$ cat src/shared/timer_pkg.sv
// Notes on behaviour
// RULE_01: A 16-bit up-counter, read by software as a high byte and a low byte.
// RULE_02: A read-only shadow count view; reading its low byte never clears overflow flag. Here a shadow low-byte write reloads the counter.
// RULE_03: Writing either count low byte reloads the counter with FFFCh.
// RULE_04: FFFCh is the counter reset value in every mode and the only reload value.
// RULE_05: Counter ticks at CPU clock divided by 2, 4, 8, or from external pin.
// RULE_06: High byte read latches low byte; buffer holds until low read, else live.
// RULE_07: Rolling over from FFFFh to 0000h sets the overflow flag in every mode.
// RULE_08: Overflow interrupt requested only with its enable set and CPU mask clear; else pending.
// RULE_09: Overflow flag clears after status read seeing it, then count low access.
// RULE_10: Wait leaves counting alone; halt freezes the count, resuming from held count.
// RULE_11: Clock select 11 picks external pin; polarity bit picks its active edge.
// RULE_12: External clock keeps four CPU edges between active edges; below quarter rate.
// RULE_13: Each 16-bit capture register latches the count on its pin's active edge.
// RULE_14: Edge select per channel in control two/one; one capture enable covers both. Here channel one's select is in control one, channel two's in control two.
// RULE_15: Capture sets the channel flag; interrupt with enable and clear mask, else pending.
// RULE_16: Capture flag clears after status read seeing it, then capture low access.
// RULE_17: After capture high read, captures and flag are blocked until low read.
// RULE_18: Each capture register holds the most recent capture, overwriting older values.
// RULE_19: In one pulse or PWM mode only capture channel two operates.
// RULE_20: Capture pins feed the timer whatever their direction; toggling still captures.
// RULE_21: Each timer tick compare registers meet counter; match drives pin, flag, interrupt.
// RULE_22: Compare registers are read/write, untouched by hardware, reset to 8000h.
// RULE_23: Compare flag clears after status read seeing it, then compare low access.
// RULE_24: Writing compare high suspends that channel's compare until its low is written.
// RULE_25: After FFFFh the counter continues from zero, not from the reset value.
package timer_pkg;

   // Register byte addresses, one aligned word each
   localparam logic [5:0] ADDR_CTRL_ONE     = 6'h00;
   localparam logic [5:0] ADDR_CTRL_TWO     = 6'h04;
   localparam logic [5:0] ADDR_STATUS       = 6'h08;
   localparam logic [5:0] ADDR_CAP1_HIGH    = 6'h0c;
   localparam logic [5:0] ADDR_CAP1_LOW     = 6'h10;
   localparam logic [5:0] ADDR_CMP1_HIGH    = 6'h14;
   localparam logic [5:0] ADDR_CMP1_LOW     = 6'h18;
   localparam logic [5:0] ADDR_CAP2_HIGH    = 6'h1c;
   localparam logic [5:0] ADDR_CAP2_LOW     = 6'h20;
   localparam logic [5:0] ADDR_CMP2_HIGH    = 6'h24;
   localparam logic [5:0] ADDR_CMP2_LOW     = 6'h28;
   localparam logic [5:0] ADDR_COUNT_HIGH   = 6'h2c;
   localparam logic [5:0] ADDR_COUNT_LOW    = 6'h30;
   localparam logic [5:0] ADDR_SHADOW_HIGH  = 6'h34;
   localparam logic [5:0] ADDR_SHADOW_LOW   = 6'h38;

   // Control register one fields
   localparam int CR1_CAP_IE      = 7;
   localparam int CR1_CMP_IE      = 6;
   localparam int CR1_OVF_IE      = 5;
   localparam int CR1_LEVEL_TWO   = 2;
   localparam int CR1_CAP_EDGE1   = 1;
   localparam int CR1_LEVEL_ONE   = 0;

   // Control register two fields
   localparam int CR2_OUT_EN1     = 7;
   localparam int CR2_OUT_EN2     = 6;
   localparam int CR2_ONE_PULSE   = 5;
   localparam int CR2_PWM         = 4;
   localparam int CR2_CLK_SEL_HI  = 3;
   localparam int CR2_CLK_SEL_LO  = 2;
   localparam int CR2_CAP_EDGE2   = 1;
   localparam int CR2_EXT_EDGE    = 0;

   // Flag vector positions, also the status byte layout
   localparam int FLAG_OVF        = 0;
   localparam int FLAG_CAP1       = 1;
   localparam int FLAG_CAP2       = 2;
   localparam int FLAG_CMP1       = 3;
   localparam int FLAG_CMP2       = 4;
   localparam int NUM_FLAGS       = 5;

   // Clock select encodings
   localparam logic [1:0] CLK_DIV4 = 2'h0;
   localparam logic [1:0] CLK_DIV2 = 2'h1;
   localparam logic [1:0] CLK_DIV8 = 2'h2;
   localparam logic [1:0] CLK_EXT  = 2'h3;

   // Reset values and the count maximum
   localparam logic [15:0] COUNT_RESET   = 16'hfffc;
   localparam logic [15:0] COUNT_MAX     = 16'hffff;
   localparam logic [15:0] COMPARE_RESET = 16'h8000;
   localparam logic [7:0]  CTRL_RESET    = 8'h00;

   // AXI responses
   localparam logic [1:0] RESP_OKAY   = 2'h0;
   localparam logic [1:0] RESP_SLVERR = 2'h2;

endpackage

$ cat src/rtl/capture_compare_timer.sv
// Added by the designer: the register addresses and the AXI4-Lite interface to the registers.
`timescale 1ns/1ns
module capture_compare_timer (
   // Clock and reset
   input  wire logic        clk,
   input  wire logic        sys_rst,
   // AXI4-Lite write address and data
   input  wire logic [31:0] s_axi_awaddr,
   input  wire logic        s_axi_awvalid,
   output logic             s_axi_awready,
   input  wire logic [31:0] s_axi_wdata,
   input  wire logic [3:0]  s_axi_wstrb,
   input  wire logic        s_axi_wvalid,
   output logic             s_axi_wready,
   // AXI4-Lite write response
   output logic [1:0]       s_axi_bresp,
   output logic             s_axi_bvalid,
   input  wire logic        s_axi_bready,
   // AXI4-Lite read
   input  wire logic [31:0] s_axi_araddr,
   input  wire logic        s_axi_arvalid,
   output logic             s_axi_arready,
   output logic [31:0]      s_axi_rdata,
   output logic [1:0]       s_axi_rresp,
   output logic             s_axi_rvalid,
   input  wire logic        s_axi_rready,
   // CPU side
   input  wire logic        cpu_interrupt_mask,
   input  wire logic        halt_mode,
   output logic             timer_irq,
   // Pins
   input  wire logic [1:0]  capture_input_pin,
   input  wire logic        external_count_pin,
   output logic [1:0]       compare_output_pin
);

   // Pin synchronisers: index 0,1 capture pins, 2 external clock
   logic [2:0] pin_in;
   logic [2:0] sync1_r;
   logic [2:0] sync2_r;
   logic [2:0] sync3_r;
   logic [2:0] pin_stable_r;
   logic [2:0] pin_prev_r;
   logic [2:0] pin_rise;
   logic [2:0] pin_fall;

   // Registers and state
   logic [7:0]  ctrl_one_r;
   logic [7:0]  ctrl_two_r;
   logic [15:0] count_r;
   logic [2:0]  prediv_r;
   logic        tick;
   logic        tick_seen_r;
   logic [7:0]  count_buf_r;
   logic        count_seq_r;
   logic [7:0]  shadow_buf_r;
   logic        shadow_seq_r;
   logic [15:0] capture_r [2];
   logic [1:0]  capture_lock_r;
   logic [15:0] compare_r [2];
   logic [1:0]  compare_hold_r;
   logic [1:0]  pin_level_r;
   logic [timer_pkg::NUM_FLAGS-1:0] flag_r;
   logic [timer_pkg::NUM_FLAGS-1:0] arm_r;
   logic [timer_pkg::NUM_FLAGS-1:0] flag_set;
   logic [timer_pkg::NUM_FLAGS-1:0] flag_access;
   logic [1:0]  cap_event;
   logic [1:0]  cap_edge_sel;
   logic [1:0]  cmp_match;

   // Bus state
   logic        aw_held_r;
   logic        w_held_r;
   logic [5:0]  waddr_r;
   logic [7:0]  wbyte_r;
   logic        wlane_r;
   logic        wr_do;
   logic        rd_do;
   logic [5:0]  raddr;
   logic [7:0]  rd_byte;
   logic        rd_hit;
   logic        wr_hit;

   assign pin_in = {external_count_pin, capture_input_pin};

   // Three stages; a change counts only once stages two and three agree
   genvar g;
   generate
      for (g = 0; g < 3; g++) begin : g_sync
         always_ff @(posedge clk) begin
            if (sys_rst) begin
               sync1_r[g]      <= 1'b0;
               sync2_r[g]      <= 1'b0;
               sync3_r[g]      <= 1'b0;
               pin_stable_r[g] <= 1'b0;
               pin_prev_r[g]   <= 1'b0;
            end else begin
               sync1_r[g] <= pin_in[g];
               sync2_r[g] <= sync1_r[g];
               sync3_r[g] <= sync2_r[g];
               if (sync2_r[g] == sync3_r[g]) begin
                  pin_stable_r[g] <= sync3_r[g];
               end
               pin_prev_r[g] <= pin_stable_r[g];
            end
         end
         assign pin_rise[g] = pin_stable_r[g] & ~pin_prev_r[g];
         assign pin_fall[g] = ~pin_stable_r[g] & pin_prev_r[g];
      end
   endgenerate

   // Bus handshakes: address and data taken in either order
   assign s_axi_awready = ~aw_held_r & ~s_axi_bvalid;
   assign s_axi_wready  = ~w_held_r & ~s_axi_bvalid;
   assign s_axi_arready = ~s_axi_rvalid;
   assign wr_do = aw_held_r & w_held_r & ~s_axi_bvalid;
   assign rd_do = s_axi_arvalid & s_axi_arready;
   assign raddr = s_axi_araddr[5:0];

   // Write channel capture and response
   always_ff @(posedge clk) begin
      if (sys_rst) begin
         aw_held_r    <= 1'b0;
         w_held_r     <= 1'b0;
         waddr_r      <= 6'h00;
         wbyte_r      <= 8'h00;
         wlane_r      <= 1'b0;
         s_axi_bvalid <= 1'b0;
         s_axi_bresp  <= timer_pkg::RESP_OKAY;
      end else begin
         if (s_axi_awvalid && s_axi_awready) begin
            aw_held_r <= 1'b1;
            waddr_r   <= (s_axi_awaddr[31:6] == 26'h0) ? s_axi_awaddr[5:0] : 6'h3f;
         end
         if (s_axi_wvalid && s_axi_wready) begin
            w_held_r <= 1'b1;
            wbyte_r  <= s_axi_wdata[7:0];
            wlane_r  <= s_axi_wstrb[0];
         end
         if (wr_do) begin
            aw_held_r    <= 1'b0;
            w_held_r     <= 1'b0;
            s_axi_bvalid <= 1'b1;
            s_axi_bresp  <= wr_hit ? timer_pkg::RESP_OKAY : timer_pkg::RESP_SLVERR;
         end else if (s_axi_bready) begin
            s_axi_bvalid <= 1'b0;
         end
      end
   end

   // Write address decode
   always_comb begin
      case (waddr_r)
         timer_pkg::ADDR_CTRL_ONE, timer_pkg::ADDR_CTRL_TWO, timer_pkg::ADDR_STATUS,
         timer_pkg::ADDR_CAP1_HIGH, timer_pkg::ADDR_CAP1_LOW, timer_pkg::ADDR_CMP1_HIGH,
         timer_pkg::ADDR_CMP1_LOW, timer_pkg::ADDR_CAP2_HIGH, timer_pkg::ADDR_CAP2_LOW,
         timer_pkg::ADDR_CMP2_HIGH, timer_pkg::ADDR_CMP2_LOW, timer_pkg::ADDR_COUNT_HIGH,
         timer_pkg::ADDR_COUNT_LOW, timer_pkg::ADDR_SHADOW_HIGH,
         timer_pkg::ADDR_SHADOW_LOW: wr_hit = 1'b1;
         default:                    wr_hit = 1'b0;
      endcase
   end

   // Read data mux; low reads of a count view give the buffer inside a sequence
   always_comb begin
      rd_hit  = 1'b1;
      rd_byte = 8'h00;
      case (raddr)
         timer_pkg::ADDR_CTRL_ONE:    rd_byte = ctrl_one_r;
         timer_pkg::ADDR_CTRL_TWO:    rd_byte = ctrl_two_r;
         timer_pkg::ADDR_STATUS:      rd_byte = {3'h0, flag_r};
         timer_pkg::ADDR_CAP1_HIGH:   rd_byte = capture_r[0][15:8];
         timer_pkg::ADDR_CAP1_LOW:    rd_byte = capture_r[0][7:0];
         timer_pkg::ADDR_CMP1_HIGH:   rd_byte = compare_r[0][15:8];
         timer_pkg::ADDR_CMP1_LOW:    rd_byte = compare_r[0][7:0];
         timer_pkg::ADDR_CAP2_HIGH:   rd_byte = capture_r[1][15:8];
         timer_pkg::ADDR_CAP2_LOW:    rd_byte = capture_r[1][7:0];
         timer_pkg::ADDR_CMP2_HIGH:   rd_byte = compare_r[1][15:8];
         timer_pkg::ADDR_CMP2_LOW:    rd_byte = compare_r[1][7:0];
         timer_pkg::ADDR_COUNT_HIGH,
         timer_pkg::ADDR_SHADOW_HIGH: rd_byte = count_r[15:8];
         timer_pkg::ADDR_COUNT_LOW:   rd_byte = count_seq_r ? count_buf_r : count_r[7:0]; // RULE_06
         timer_pkg::ADDR_SHADOW_LOW:  rd_byte = shadow_seq_r ? shadow_buf_r : count_r[7:0]; // RULE_02
         default:                     rd_hit = 1'b0;
      endcase
      if (s_axi_araddr[31:6] != 26'h0) begin
         rd_hit  = 1'b0;
         rd_byte = 8'h00;
      end
   end

   // Read response; unmapped addresses read zero with an error
   always_ff @(posedge clk) begin
      if (sys_rst) begin
         s_axi_rvalid <= 1'b0;
         s_axi_rdata  <= 32'h0000_0000;
         s_axi_rresp  <= timer_pkg::RESP_OKAY;
      end else if (rd_do) begin
         s_axi_rvalid <= 1'b1;
         s_axi_rdata  <= {24'h00_0000, rd_byte};
         s_axi_rresp  <= rd_hit ? timer_pkg::RESP_OKAY : timer_pkg::RESP_SLVERR;
      end else if (s_axi_rready) begin
         s_axi_rvalid <= 1'b0;
      end
   end

   // Control registers
   always_ff @(posedge clk) begin
      if (sys_rst) begin
         ctrl_one_r <= timer_pkg::CTRL_RESET;
         ctrl_two_r <= timer_pkg::CTRL_RESET;
      end else if (wr_do && wlane_r) begin
         if (waddr_r == timer_pkg::ADDR_CTRL_ONE) begin
            ctrl_one_r <= wbyte_r;
         end
         if (waddr_r == timer_pkg::ADDR_CTRL_TWO) begin
            ctrl_two_r <= wbyte_r;
         end
      end
   end

   // Timer tick: free divider or synchronised external edge; halt stops it
   always_ff @(posedge clk) begin
      if (sys_rst) begin
         prediv_r <= 3'h0;
      end else begin
         prediv_r <= prediv_r + 3'h1;
      end
   end

   always_comb begin
      case (ctrl_two_r[timer_pkg::CR2_CLK_SEL_HI:timer_pkg::CR2_CLK_SEL_LO]) // RULE_05
         timer_pkg::CLK_DIV2: tick = prediv_r[0];
         timer_pkg::CLK_DIV4: tick = &prediv_r[1:0];
         timer_pkg::CLK_DIV8: tick = &prediv_r;
         timer_pkg::CLK_EXT:  tick = ctrl_two_r[timer_pkg::CR2_EXT_EDGE] ? pin_rise[2]
                                                                         : pin_fall[2]; // RULE_11
         default:             tick = 1'b0;
      endcase
      if (halt_mode) begin
         tick = 1'b0; // RULE_10
      end
   end

   // Free-running counter; a low-byte write of either view wins over a tick
   always_ff @(posedge clk) begin
      if (sys_rst) begin
         count_r     <= timer_pkg::COUNT_RESET; // RULE_04
         tick_seen_r <= 1'b0;
      end else begin
         tick_seen_r <= tick;
         if (wr_do && (waddr_r == timer_pkg::ADDR_COUNT_LOW ||
                       waddr_r == timer_pkg::ADDR_SHADOW_LOW)) begin
            count_r <= timer_pkg::COUNT_RESET; // RULE_03
         end else if (tick) begin
            count_r <= count_r + 16'h0001; // RULE_01 RULE_25
         end
      end
   end

   // Read buffers; repeated high reads keep the first latched low byte
   always_ff @(posedge clk) begin
      if (sys_rst) begin
         count_seq_r  <= 1'b0;
         count_buf_r  <= 8'h00;
         shadow_seq_r <= 1'b0;
         shadow_buf_r <= 8'h00;
      end else if (rd_do) begin
         if (raddr == timer_pkg::ADDR_COUNT_HIGH && !count_seq_r) begin
            count_seq_r <= 1'b1; // RULE_06
            count_buf_r <= count_r[7:0];
         end
         if (raddr == timer_pkg::ADDR_COUNT_LOW) begin
            count_seq_r <= 1'b0;
         end
         if (raddr == timer_pkg::ADDR_SHADOW_HIGH && !shadow_seq_r) begin
            shadow_seq_r <= 1'b1;
            shadow_buf_r <= count_r[7:0];
         end
         if (raddr == timer_pkg::ADDR_SHADOW_LOW) begin
            shadow_seq_r <= 1'b0;
         end
      end
   end

   // Edge selects sit in different control registers
   assign cap_edge_sel[0] = ctrl_one_r[timer_pkg::CR1_CAP_EDGE1]; // RULE_14
   assign cap_edge_sel[1] = ctrl_two_r[timer_pkg::CR2_CAP_EDGE2];

   // Capture channels; pins are watched regardless of their direction
   generate
      for (g = 0; g < 2; g++) begin : g_cap
         logic cap_high_rd;
         logic cap_low_rd;
         logic chan_on;
         assign cap_high_rd = rd_do && raddr == (g == 0 ? timer_pkg::ADDR_CAP1_HIGH
                                                        : timer_pkg::ADDR_CAP2_HIGH);
         assign cap_low_rd  = rd_do && raddr == (g == 0 ? timer_pkg::ADDR_CAP1_LOW
                                                        : timer_pkg::ADDR_CAP2_LOW);
         // Channel one is taken over by the pulse modes
         assign chan_on = (g == 1) || !(ctrl_two_r[timer_pkg::CR2_ONE_PULSE] |
                                        ctrl_two_r[timer_pkg::CR2_PWM]); // RULE_19
         assign cap_event[g] = chan_on && !capture_lock_r[g] &&
                               (cap_edge_sel[g] ? pin_rise[g] : pin_fall[g]); // RULE_13 RULE_20
         always_ff @(posedge clk) begin
            if (sys_rst) begin
               capture_r[g]      <= 16'h0000;
               capture_lock_r[g] <= 1'b0;
            end else begin
               if (cap_event[g]) begin
                  capture_r[g] <= count_r; // RULE_18
               end
               if (cap_high_rd) begin
                  capture_lock_r[g] <= 1'b1; // RULE_17
               end else if (cap_low_rd) begin
                  capture_lock_r[g] <= 1'b0;
               end
            end
         end
      end
   endgenerate

   // Compare channels: write high suspends, write low resumes
   generate
      for (g = 0; g < 2; g++) begin : g_cmp
         logic [5:0] hi_addr;
         logic [5:0] lo_addr;
         logic       out_en;
         logic       level;
         assign hi_addr = g == 0 ? timer_pkg::ADDR_CMP1_HIGH : timer_pkg::ADDR_CMP2_HIGH;
         assign lo_addr = g == 0 ? timer_pkg::ADDR_CMP1_LOW : timer_pkg::ADDR_CMP2_LOW;
         assign out_en  = ctrl_two_r[g == 0 ? timer_pkg::CR2_OUT_EN1 : timer_pkg::CR2_OUT_EN2];
         assign level   = ctrl_one_r[g == 0 ? timer_pkg::CR1_LEVEL_ONE : timer_pkg::CR1_LEVEL_TWO];
         // Checked the cycle after each tick, against the new count
         assign cmp_match[g] = tick_seen_r && !compare_hold_r[g] &&
                               count_r == compare_r[g]; // RULE_21
         always_ff @(posedge clk) begin
            if (sys_rst) begin
               compare_r[g]      <= timer_pkg::COMPARE_RESET; // RULE_22
               compare_hold_r[g] <= 1'b0;
               pin_level_r[g]    <= 1'b0;
            end else begin
               if (wr_do && wlane_r && waddr_r == hi_addr) begin
                  compare_r[g][15:8] <= wbyte_r;
                  compare_hold_r[g]  <= 1'b1; // RULE_24
               end
               if (wr_do && wlane_r && waddr_r == lo_addr) begin
                  compare_r[g][7:0] <= wbyte_r;
                  compare_hold_r[g] <= 1'b0;
               end
               // Pin only follows a match while its output is enabled
               if (cmp_match[g] && out_en) begin
                  pin_level_r[g] <= level; // RULE_21
               end
            end
         end
      end
   endgenerate

   assign compare_output_pin = pin_level_r;

   // Flag sources
   assign flag_set[timer_pkg::FLAG_OVF]  = tick && count_r == timer_pkg::COUNT_MAX; // RULE_07
   assign flag_set[timer_pkg::FLAG_CAP1] = cap_event[0]; // RULE_15
   assign flag_set[timer_pkg::FLAG_CAP2] = cap_event[1];
   assign flag_set[timer_pkg::FLAG_CMP1] = cmp_match[0];
   assign flag_set[timer_pkg::FLAG_CMP2] = cmp_match[1];

   // Second-step accesses; the shadow low byte is deliberately absent
   assign flag_access[timer_pkg::FLAG_OVF] =
      (rd_do && raddr == timer_pkg::ADDR_COUNT_LOW) ||
      (wr_do && waddr_r == timer_pkg::ADDR_COUNT_LOW); // RULE_09
   assign flag_access[timer_pkg::FLAG_CAP1] =
      (rd_do && raddr == timer_pkg::ADDR_CAP1_LOW) ||
      (wr_do && waddr_r == timer_pkg::ADDR_CAP1_LOW); // RULE_16
   assign flag_access[timer_pkg::FLAG_CAP2] =
      (rd_do && raddr == timer_pkg::ADDR_CAP2_LOW) ||
      (wr_do && waddr_r == timer_pkg::ADDR_CAP2_LOW);
   assign flag_access[timer_pkg::FLAG_CMP1] =
      (rd_do && raddr == timer_pkg::ADDR_CMP1_LOW) ||
      (wr_do && waddr_r == timer_pkg::ADDR_CMP1_LOW); // RULE_23
   assign flag_access[timer_pkg::FLAG_CMP2] =
      (rd_do && raddr == timer_pkg::ADDR_CMP2_LOW) ||
      (wr_do && waddr_r == timer_pkg::ADDR_CMP2_LOW);

   // Two-step clear: status read arms seen flags, access clears; a new set wins
   always_ff @(posedge clk) begin
      if (sys_rst) begin
         flag_r <= '0;
         arm_r  <= '0;
      end else begin
         flag_r <= (flag_r & ~(arm_r & flag_access)) | flag_set; // RULE_09 RULE_16 RULE_23
         if (rd_do && raddr == timer_pkg::ADDR_STATUS) begin
            arm_r <= flag_r;
         end else begin
            arm_r <= arm_r & ~flag_access;
         end
      end
   end

   // Interrupt request held while pending and unmasked
   always_ff @(posedge clk) begin
      if (sys_rst) begin
         timer_irq <= 1'b0;
      end else begin
         timer_irq <= !cpu_interrupt_mask &&
            ((ctrl_one_r[timer_pkg::CR1_OVF_IE] && flag_r[timer_pkg::FLAG_OVF]) || // RULE_08
             (ctrl_one_r[timer_pkg::CR1_CAP_IE] &&
              (flag_r[timer_pkg::FLAG_CAP1] || flag_r[timer_pkg::FLAG_CAP2])) || // RULE_15
             (ctrl_one_r[timer_pkg::CR1_CMP_IE] &&
              (flag_r[timer_pkg::FLAG_CMP1] || flag_r[timer_pkg::FLAG_CMP2])));
      end
   end

endmodule

$ cat config.mk
export PLATFORM = sky130hd
export DESIGN_NAME = capture_compare_timer
export DESIGN_NICKNAME = d
export VERILOG_FILES = /design/src/shared/timer_pkg.sv /design/src/rtl/capture_compare_timer.sv
export SDC_FILE = /design/constraint.sdc
export NUM_CORES = 1
export LEC_CHECK = 0
export BUFFER_PORTS_ARGS = -buffer_cell sky130_fd_sc_hd__buf_2
export CAP_MARGIN = 10
export CORE_MARGIN = 5
export CORE_UTILIZATION = 56
export DETAILED_ROUTE_END_ITERATION = 10
export PLACE_DENSITY = 0.8
export SLEW_MARGIN = 20
export SYNTH_ARGS = -nofsm -noshare
export SYNTH_HDL_FRONTEND = slang
export SYNTH_SLANG_ARGS = --single-unit
$ cat constraint.sdc
create_clock -name clk -period 2.8 [get_ports clk]
set_input_delay 0.56 -clock clk [delete_from_list [all_inputs] [get_ports clk]]
set_output_delay 0.56 -clock clk [all_outputs]
set_load 0.03 [all_outputs]
==> impl_results.md, run 1 <==
* Placed insts at 1,152
* Skew-Pair Late Insertion Delay at ~0.44 ns
* Via density per instance at 6.03
* Total number of vias at 7,136
* Postcts setup bufs at 0
* Final Hold Vio Count at 0
* Overflow after GRT at 0
* Wire length of the first global-routing pass at roughly 36 mm
* Critical Path Fanout Max at 6
* Final Wtd Congestion at 0.961
* Cell chain of the critical path: ha_1 -> ha_1 -> mux2i_1 -> a2111o_1 -> and2b_1 -> and4_1 -> o21ai_1
* Primary FF master, synth: dfxtp_1
* Detailed-route wire length per cell at between 20 and 25 um
* Async set or reset register ratio after synthesis at 0%
* Core ar. at about 15,000 sq um
* Sink Count at 180
* Clock power frac at 42.3%
* Clk buf depth at 2
* Kind of critical path: register to register
* Root Driver: clkbuf_16
* Setup TNS at 0 ns
* Maxcap violations at 0
* H-tree Lvls at 4
* RSZ-0062 raised after global routing: false
* Row Count at 45
* Critical path launch point type: register
* Most frequent cells in the layout: dfxtp_1, buf_2, nand2_1
* Post-Syn Area at 8760 sq um
* CP endpoint kind: register
* Antenna Nets Post-Route at 0
* Critical Path RT at 3.18 ns
* Syn avg cell area at approximately 10 sq um
* Fin crit share at 78.7%
* Dominant cells by area after synthesis: dfxtp_1, edfxtp_1, mux2i_1, and2_1, nand2_1
* Slew headroom at ~42%
* Sequential share of the synthesized area at 48.4%
* Hpwl dp at 17.1 mm
* Most used cell, CP: ha_1
* Hold_buf cts at 0
* Overall die height at 135 um
* Vias in the first global route at 6,620
* Routed WL at around 24 mm
* Clock Skew at 0.0114 ns
* CTS tree: done
* Yosys reg bits at 180
* NetSw at 0.00152 W
* Yosys warning total at 0
* Post-synth cell types at 76
* DRC violations left at 0
* Outcome: finished, final reports clean
* Pin count of the biggest net entering global routing at 32
* Most common cell after layout, fill and taps aside: dfxtp_1
* Final Max Tran Viols at 0
* CP max stage cell: mux2i_1
* Leakage at 3.91 nW
* First drt pass iteration count at 6
* Die area at 18,200 sq um
* Layout cell share with drive strength beyond 1 at 19.8%
* Post-synth top area cell: dfxtp_1
* Worst-margin pin slew at ~0.86 ns
* Post-DP Area at 9410 sq um
* PortBufs at 102
* Share of the synthesized area in the top cell type at 26.5%
* Initial antenna violation count at 1
* Fin cells at 1,184
* Die Wd at approximately 140 um
* Cell Int Power at 0.00413 W
* Sw Share at 26.9%
* Gr usage total at 26.0%
* HP Class: input pin to register
* Io pins at 156
* Final min period at 2.20 ns
* Clock-pin slew on the worst setup and hold paths at 0.07 ns
* Hold Worst Slack at 0.298 ns
* P per Cell Area at 564 nW/um^2
* Final setup fails at 0
* Data arrival, critical path at 2.58 ns
* Flop pwr share at 50.2%
* Achievable frequency at 454 MHz
* Final instance area at about 10,000 sq um
* DRT iter0 DRCs at between 600 and 700
* Num CTS Buffers at 17
* Comb pwr share at 7.4%
* Post-CTS sizing at 0
* Number of flops mapped to enable cells by yosys at 64
* Cells after synthesis at 867
* N_diodes at 0
* Max VDD drop at 562 uV
* Total power at 0.00564 W
* Area delta synth->final at 14.3%
* # nets final at 1,075
* Starting Density at 57.4%
* Slowest stage delay, CP at roughly 0.48 ns
==> synthesized netlist by cell type (6+ instances only) <==
master,instances
dfxtp_1,116
and3_1,20
clkbuf_1,36
inv_1,10
nand4_1,13
nand3_1,14
buf_4,26
o21ai_0,23
nor3_1,20
xor2_1,19
nor4_1,18
mux4_2,7
edfxtp_1,64
buf_2,11
nand3b_1,7
nand2b_1,10
nor4b_1,6
nor2_1,64
nand2_1,82
nor2b_1,18
xnor2_1,23
and2_1,52
a21oi_1,27
mux2i_1,52
and4_1,8
a222oi_1,9
==> registers in the layout, summed over array words and instances (netlist names), 2 cells and up <==
signal,flops
compare_output_pin,2
compare_hold_r,2
compare_r,32
prediv_r,3
arm_r,5
pin_prev_r,3
wbyte_r,8
count_buf_r,8
capture_lock_r,2
sync2_r,3
shadow_buf_r,8
sync1_r,3
s_axi_rdata,8
count_r,16
waddr_r,6
flag_r,5
pin_stable_r,3
sync3_r,3
capture_r,32
ctrl_two_r,8
ctrl_one_r,8
==> routing by layer <==
layer	wire (um)	vias up	GRT usage (%)
met3	2560	69	7.41
met1	9530	3383	34.0
met2	11000	404	41.0
met5	13	-	0
met4	762	2	10.5
li1	-	3278	-
==> logic make-up after synthesis <==
family / after synthesis / share of synthesized area, %
AND/OR/NAND/NOR: 363 / 22.7
flip-flops: 180 / 48.4
AO/OA/AOI/OAI: 124 / 10.5
buffers and inverters: 90 / 5.30
multiplexers: 64 / 8.38
XOR/XNOR: 42 / 4.20
adder cells (fa/ha/maj): 3 / 0.428
other: 1 / 0.0428
==> power groups by stage <==
stage	logic (W)	clock network, W	registers, W
final	0.000420	0.00239	0.00284
after global routing	0.000452	0.00253	0.00284
after CTS	0.000415	0.00241	0.00283
after detailed placement	0.000412	0	0.00289
after global placement	0.000404	0	0.00289
after floorplan	0.000298	0	0.00287
==> stage by stage <==
step           setup WS [ns]  utilization, %
2_1_floorplan          0.616               -
3_3_place_gp           0.459            61.7
3_5_place_dp           0.387            61.7
4_1_cts                0.584            65.6
5_1_grt                0.521            65.6
6_report               0.597            65.6
==> cell type report <==
cell class | instances | area, sq um
Inverter | 11 | 41.3
Sequential cell | 180 | 4240
Tap cell | 211 | 264
Fill cell | 1205 | 5250
Clock buffer | 17 | 425
Timing Repair Buffer | 128 | 708
Multi-Input combinational cell | 622 | 4150
Clock inverter | 15 | 176
==> final timing paths <==
path / from / end / slack, ns / depth (start not counted)
worst min-delay path: cpu_interrupt_mask / timer_irq / 0.30 / 2
worst min register to register: wr_hit / s_axi_bresp[1] / 0.43 / 1
worst max register to register: prediv_r[0] / count_r[12] / 0.60 / 7
worst max-delay path: prediv_r[0] / count_r[12] / 0.60 / 7
==> critical path, delay by kind of cell, from the launching register on <==
kind                       cells  cell delay (ns)
AOI/OAI and AO/OA              2             0.40
adders and majority gates      2             0.39
DFF                            1             0.33
muxes                          1             0.48
and+or+nand+nor                2             0.55
(Power assumes the default switching activity.)
==> run 2, diff against run 1 <==
--- a/config.mk
+++ b/config.mk
@@ -5,12 +5,13 @@
 export SDC_FILE = /design/constraint.sdc
 export NUM_CORES = 1
 export LEC_CHECK = 0
+export ABC_AREA = 1
 export BUFFER_PORTS_ARGS = -buffer_cell sky130_fd_sc_hd__buf_2
 export CAP_MARGIN = 10
 export CORE_MARGIN = 5
-export CORE_UTILIZATION = 56
+export CORE_UTILIZATION = 57
 export DETAILED_ROUTE_END_ITERATION = 10
-export PLACE_DENSITY = 0.8
+export PLACE_DENSITY = 0.81
 export SLEW_MARGIN = 20
 export SYNTH_ARGS = -nofsm -noshare
 export SYNTH_HDL_FRONTEND = slang
==> constraint.sdc (replaced) <==
create_clock -name clk -period 2.17 [get_ports clk]
set_input_delay 0.434 -clock clk [delete_from_list [all_inputs] [get_ports clk]]
set_output_delay 0.434 -clock clk [all_outputs]
set_load 0.03 [all_outputs]
==> run 2 against run 1 <==
Clock power increased by 27%. Highest routed layer is now met4. Cell count increased by 35%. Sequential share of layout area decreased by 2.3 points.
==> impl_results.md, run 2 <==
* Hold Path Origin: external_count_pin (was cpu_interrupt_mask)
* # nets final at 1,479 (was 1,075)
* Most frequent cells in the layout: nor2_1, nand2_1, inv_1 (was dfxtp_1, buf_2, nand2_1)
* Yosys reg bits at 180 (unchanged)
* Clock-pin slew on the worst setup and hold paths at 0.07 ns (about the same)
* Kind of critical path: register to register (unchanged)
* Cells after synthesis at 1,253 (was 867)
* Async set or reset register ratio after synthesis at 0% (unchanged)
* Hpwl dp at 19.5 mm (was 17.1 mm)
* Final min period at 1.90 ns (was 2.20 ns)
* Routed WL at 26.0 mm (was 23.9 mm)
* RSZ-0062 raised after global routing: false (unchanged)
* Row Count at 46 (was 45)
* Clock Skew at 0.0113 ns (was 0.0114 ns)
* Critical path launch point type: register (unchanged)
* Final Hold Vio Count at 0 (unchanged)
* Gr usage total at 27.9% (was 26.0%)
* Wire length of the first global-routing pass at 40.6 mm (was 36.5 mm)
* Largest registers: capture_r: 32 flops, compare_r: 32 flops, count_r: 16 flops (unchanged)
* Crit path max-delay family: simple AND/OR/NAND/NOR gates (unchanged)
* Most common cell after layout, fill and taps aside: nor2_1 (was dfxtp_1)
* Num CTS Buffers at 17 (unchanged)
* Die Wd at 138 um (was 135 um)
* Hold_buf cts at 0 (unchanged)
* Pin count of the biggest net entering global routing at 31 (was 32)
* Achievable frequency at 527 MHz (was 454 MHz)
* P per Cell Area at 695 nW/um^2 (was 564 nW/um^2)
* Outcome: finished, final reports clean (unchanged)
* Detailed-route wire length per cell at 16.3 um (was 20.2 um)
* First drt pass iteration count at 5 (was 6)
* Number of flops mapped to enable cells by yosys at 64 (unchanged)
* Worst r2r src: prediv_r[0] (unchanged)
* Starting Density at 58.5% (was 57.4%)
* Max VDD drop at 613 uV (was 562 uV)
* Die area at 19,000 sq um (was 18,200 sq um)
* Final setup fails at 0 (unchanged)
* Total number of vias at 8,602 (was 7,136)
* Root Driver: clkbuf_16 (unchanged)
* Synth cell count leaders: nor2_1, nand2_1, inv_1, dfxtp_1, a21oi_1 (was dfxtp_1, nand2_1, edfxtp_1, nor2_1)
* H-tree Lvls at 4 (unchanged)
* Data arrival, critical path at 2.27 ns (was 2.58 ns)
* Sink Count at 180 (unchanged)
* Syn avg cell area at 7.45 sq um (was 10.1 sq um)
* Critical Path Fanout Max at 4 (was 6)
* Count leader, synth: nor2_1 (was dfxtp_1)
* Dominant cells by area after synthesis: dfxtp_1, edfxtp_1, nor2_1, nand2_1, inv_1 (was dfxtp_1, edfxtp_1, mux2i_1, and2_1, nand2_1)
* Post-CTS sizing at 0 (unchanged)
* Primary FF master, synth: dfxtp_1 (unchanged)
* Yosys warning total at 0 (unchanged)
* Antenna Nets Post-Route at 0 (unchanged)
* Final Wtd Congestion at 0.954 (was 0.961)
* Layout cell share with drive strength beyond 1 at 16.8% (was 19.8%)
* Initial antenna violation count at 0 (was 1)
* Maxcap violations at 0 (unchanged)
* DRC violations left at 0 (unchanged)
* Via density per instance at 5.40 (was 6.03)
* Worst-margin pin slew at 0.695 ns (was 0.862 ns)
* Sequential share of the synthesized area at 45.5% (was 48.4%)
* Area delta synth->final at 13.6% (was 14.3%)
* PortBufs at 102 (unchanged)
* CP startpoint: prediv_r[0] (unchanged)
* CTS tree: done (unchanged)
* Core ar. at 15,900 sq um (was 15,300 sq um)
* Final Max Tran Viols at 0 (unchanged)
* CP bufs+invs at 0 (unchanged)
* Postcts setup bufs at 0 (unchanged)
* Share of the synthesized area in the top cell type at 24.9% (was 26.5%)
* CP endpoint kind: register (unchanged)
* DRT iter0 DRCs at 829 (was 678)
* Multi-input gate area at 4160 sq um (was 4150 sq um)
* Final-layout fill cell count at 1,384 (was 1,205)
* Vias in the first global route at 8,075 (was 6,620)
* Overall die height at 138 um (was 135 um)
* Slowest stage delay, CP at 0.36 ns (was 0.48 ns)
* Register area at 4240 sq um (unchanged)
* Fin crit share at 87.4% (was 78.7%)
* Post-Syn Area at 9330 sq um (was 8760 sq um)
* Critical Path RT at 2.54 ns (was 3.18 ns)
* Slew headroom at 53.6% (was 42.0%)
* Post-synth cell types at 43 (was 76)
* Skew-Pair Late Insertion Delay at 0.45 ns (was 0.44 ns)
* Cell chain of the critical path: ha_1 -> ha_1 -> a21oi_1 -> a21oi_1 -> nand2_1 -> nor2_1 -> nand3_1 -> a21oi_1 (was ha_1 -> ha_1 -> mux2i_1 -> a2111o_1 -> and2b_1 -> and4_1 -> o21ai_1)
* Overflow after GRT at 0 (unchanged)
* Leakage at 4.79 nW (was 3.91 nW)
* N_diodes at 0 (unchanged)
* Post-synth top area cell: dfxtp_1 (unchanged)
* Fin cells at 1,593 (was 1,184)
* Setup TNS at 0 ns (unchanged)
* HP Class: input pin to register (unchanged)
* Clk buf depth at 2 (unchanged)
* Io pins at 156 (unchanged)
* CP max stage cell: dfxtp_1 (was mux2i_1)
* Most used cell, CP: a21oi_1 (was ha_1)
* Placed insts at 1,561 (was 1,152)
run 2: changes by cell type in the layout (fill, tap and decap cells not counted), sizes merged, moves of 20 or more:
cell   previous run  this run
nor2             68       265
nand2            84       247
inv              19       158
nand3            14        72
a21oi            28        82
and2             53         0
mux2i            52         0
o21ai            28        79
and3             20         0
run 2: cells by family after synthesis:
family / Yosys count / share of synthesized area, %
buffers and inverters: 225 / 10.9
XOR/XNOR: 21 / 1.97
AO/OA/AOI/OAI: 178 / 10.4
flip-flops: 180 / 45.5
AND/OR/NAND/NOR: 645 / 30.8
adder cells (fa/ha/maj): 3 / 0.402
other: 1 / 0.0402
run 2: path summary, 6_finish.rpt:
check,cells after the start,slack (ns),to
worst max register to register,8,0.27,flag_r[0]
worst max-delay path,8,0.27,flag_r[0]
worst min-delay path,3,0.18,sync1_r[2]
worst min register to register,2,0.40,sync2_r[2]
run 2: power breakdown:
part	internal, W	leakage [nW]	switching (W)
sequential	0.00359	1.60	0.0000591
clock	0.00160	0.284	0.00144
combinational	0.000201	2.91	0.000486
run 2: layer usage:
layer  GRT usage [%]  vias to the layer above  wire length, um  part of all wire [%]
met3            5.95                       90             2720                    10
met2            44.6                      497            11800                    45
met4            13.9                        0             1280                   4.9
met1            36.0                     3832            10200                    39
li1                -                     4183                -                     -
met5               0                        -                0                     0
run 2: worst min-delay path, stage by stage:
cell and delay (ns):
buf_2 0.07, inv_1 0.03, nor2_1 0.06
run 2: layout make-up:
cell class	count	share of cell area (%)
Sequential cell	180	40.0
Clock inverter	13	1.07
Timing Repair Buffer	133	7.01
Inverter	159	5.66
Multi-Input combinational cell	873	39.3
Tap cell	216	2.55
Clock buffer	19	4.38
run 2: through the flow:
stage | util [%] | worst slack, ns | area [sq um] | hold slack (ns) | total power (W)
2_1_floorplan | - | 0.159 | 9420 | 0.383 | 0.00418
3_3_place_gp | 62.8 | 0.317 | 10000 | 0.389 | 0.00438
3_5_place_dp | 62.8 | 0.269 | 10000 | 0.394 | 0.00439
4_1_cts | 66.5 | 0.330 | 10600 | 0.179 | 0.00737
5_1_grt | 66.5 | 0.154 | 10600 | 0.191 | 0.00760
6_report | 66.5 | 0.273 | 10600 | 0.185 | 0.00737
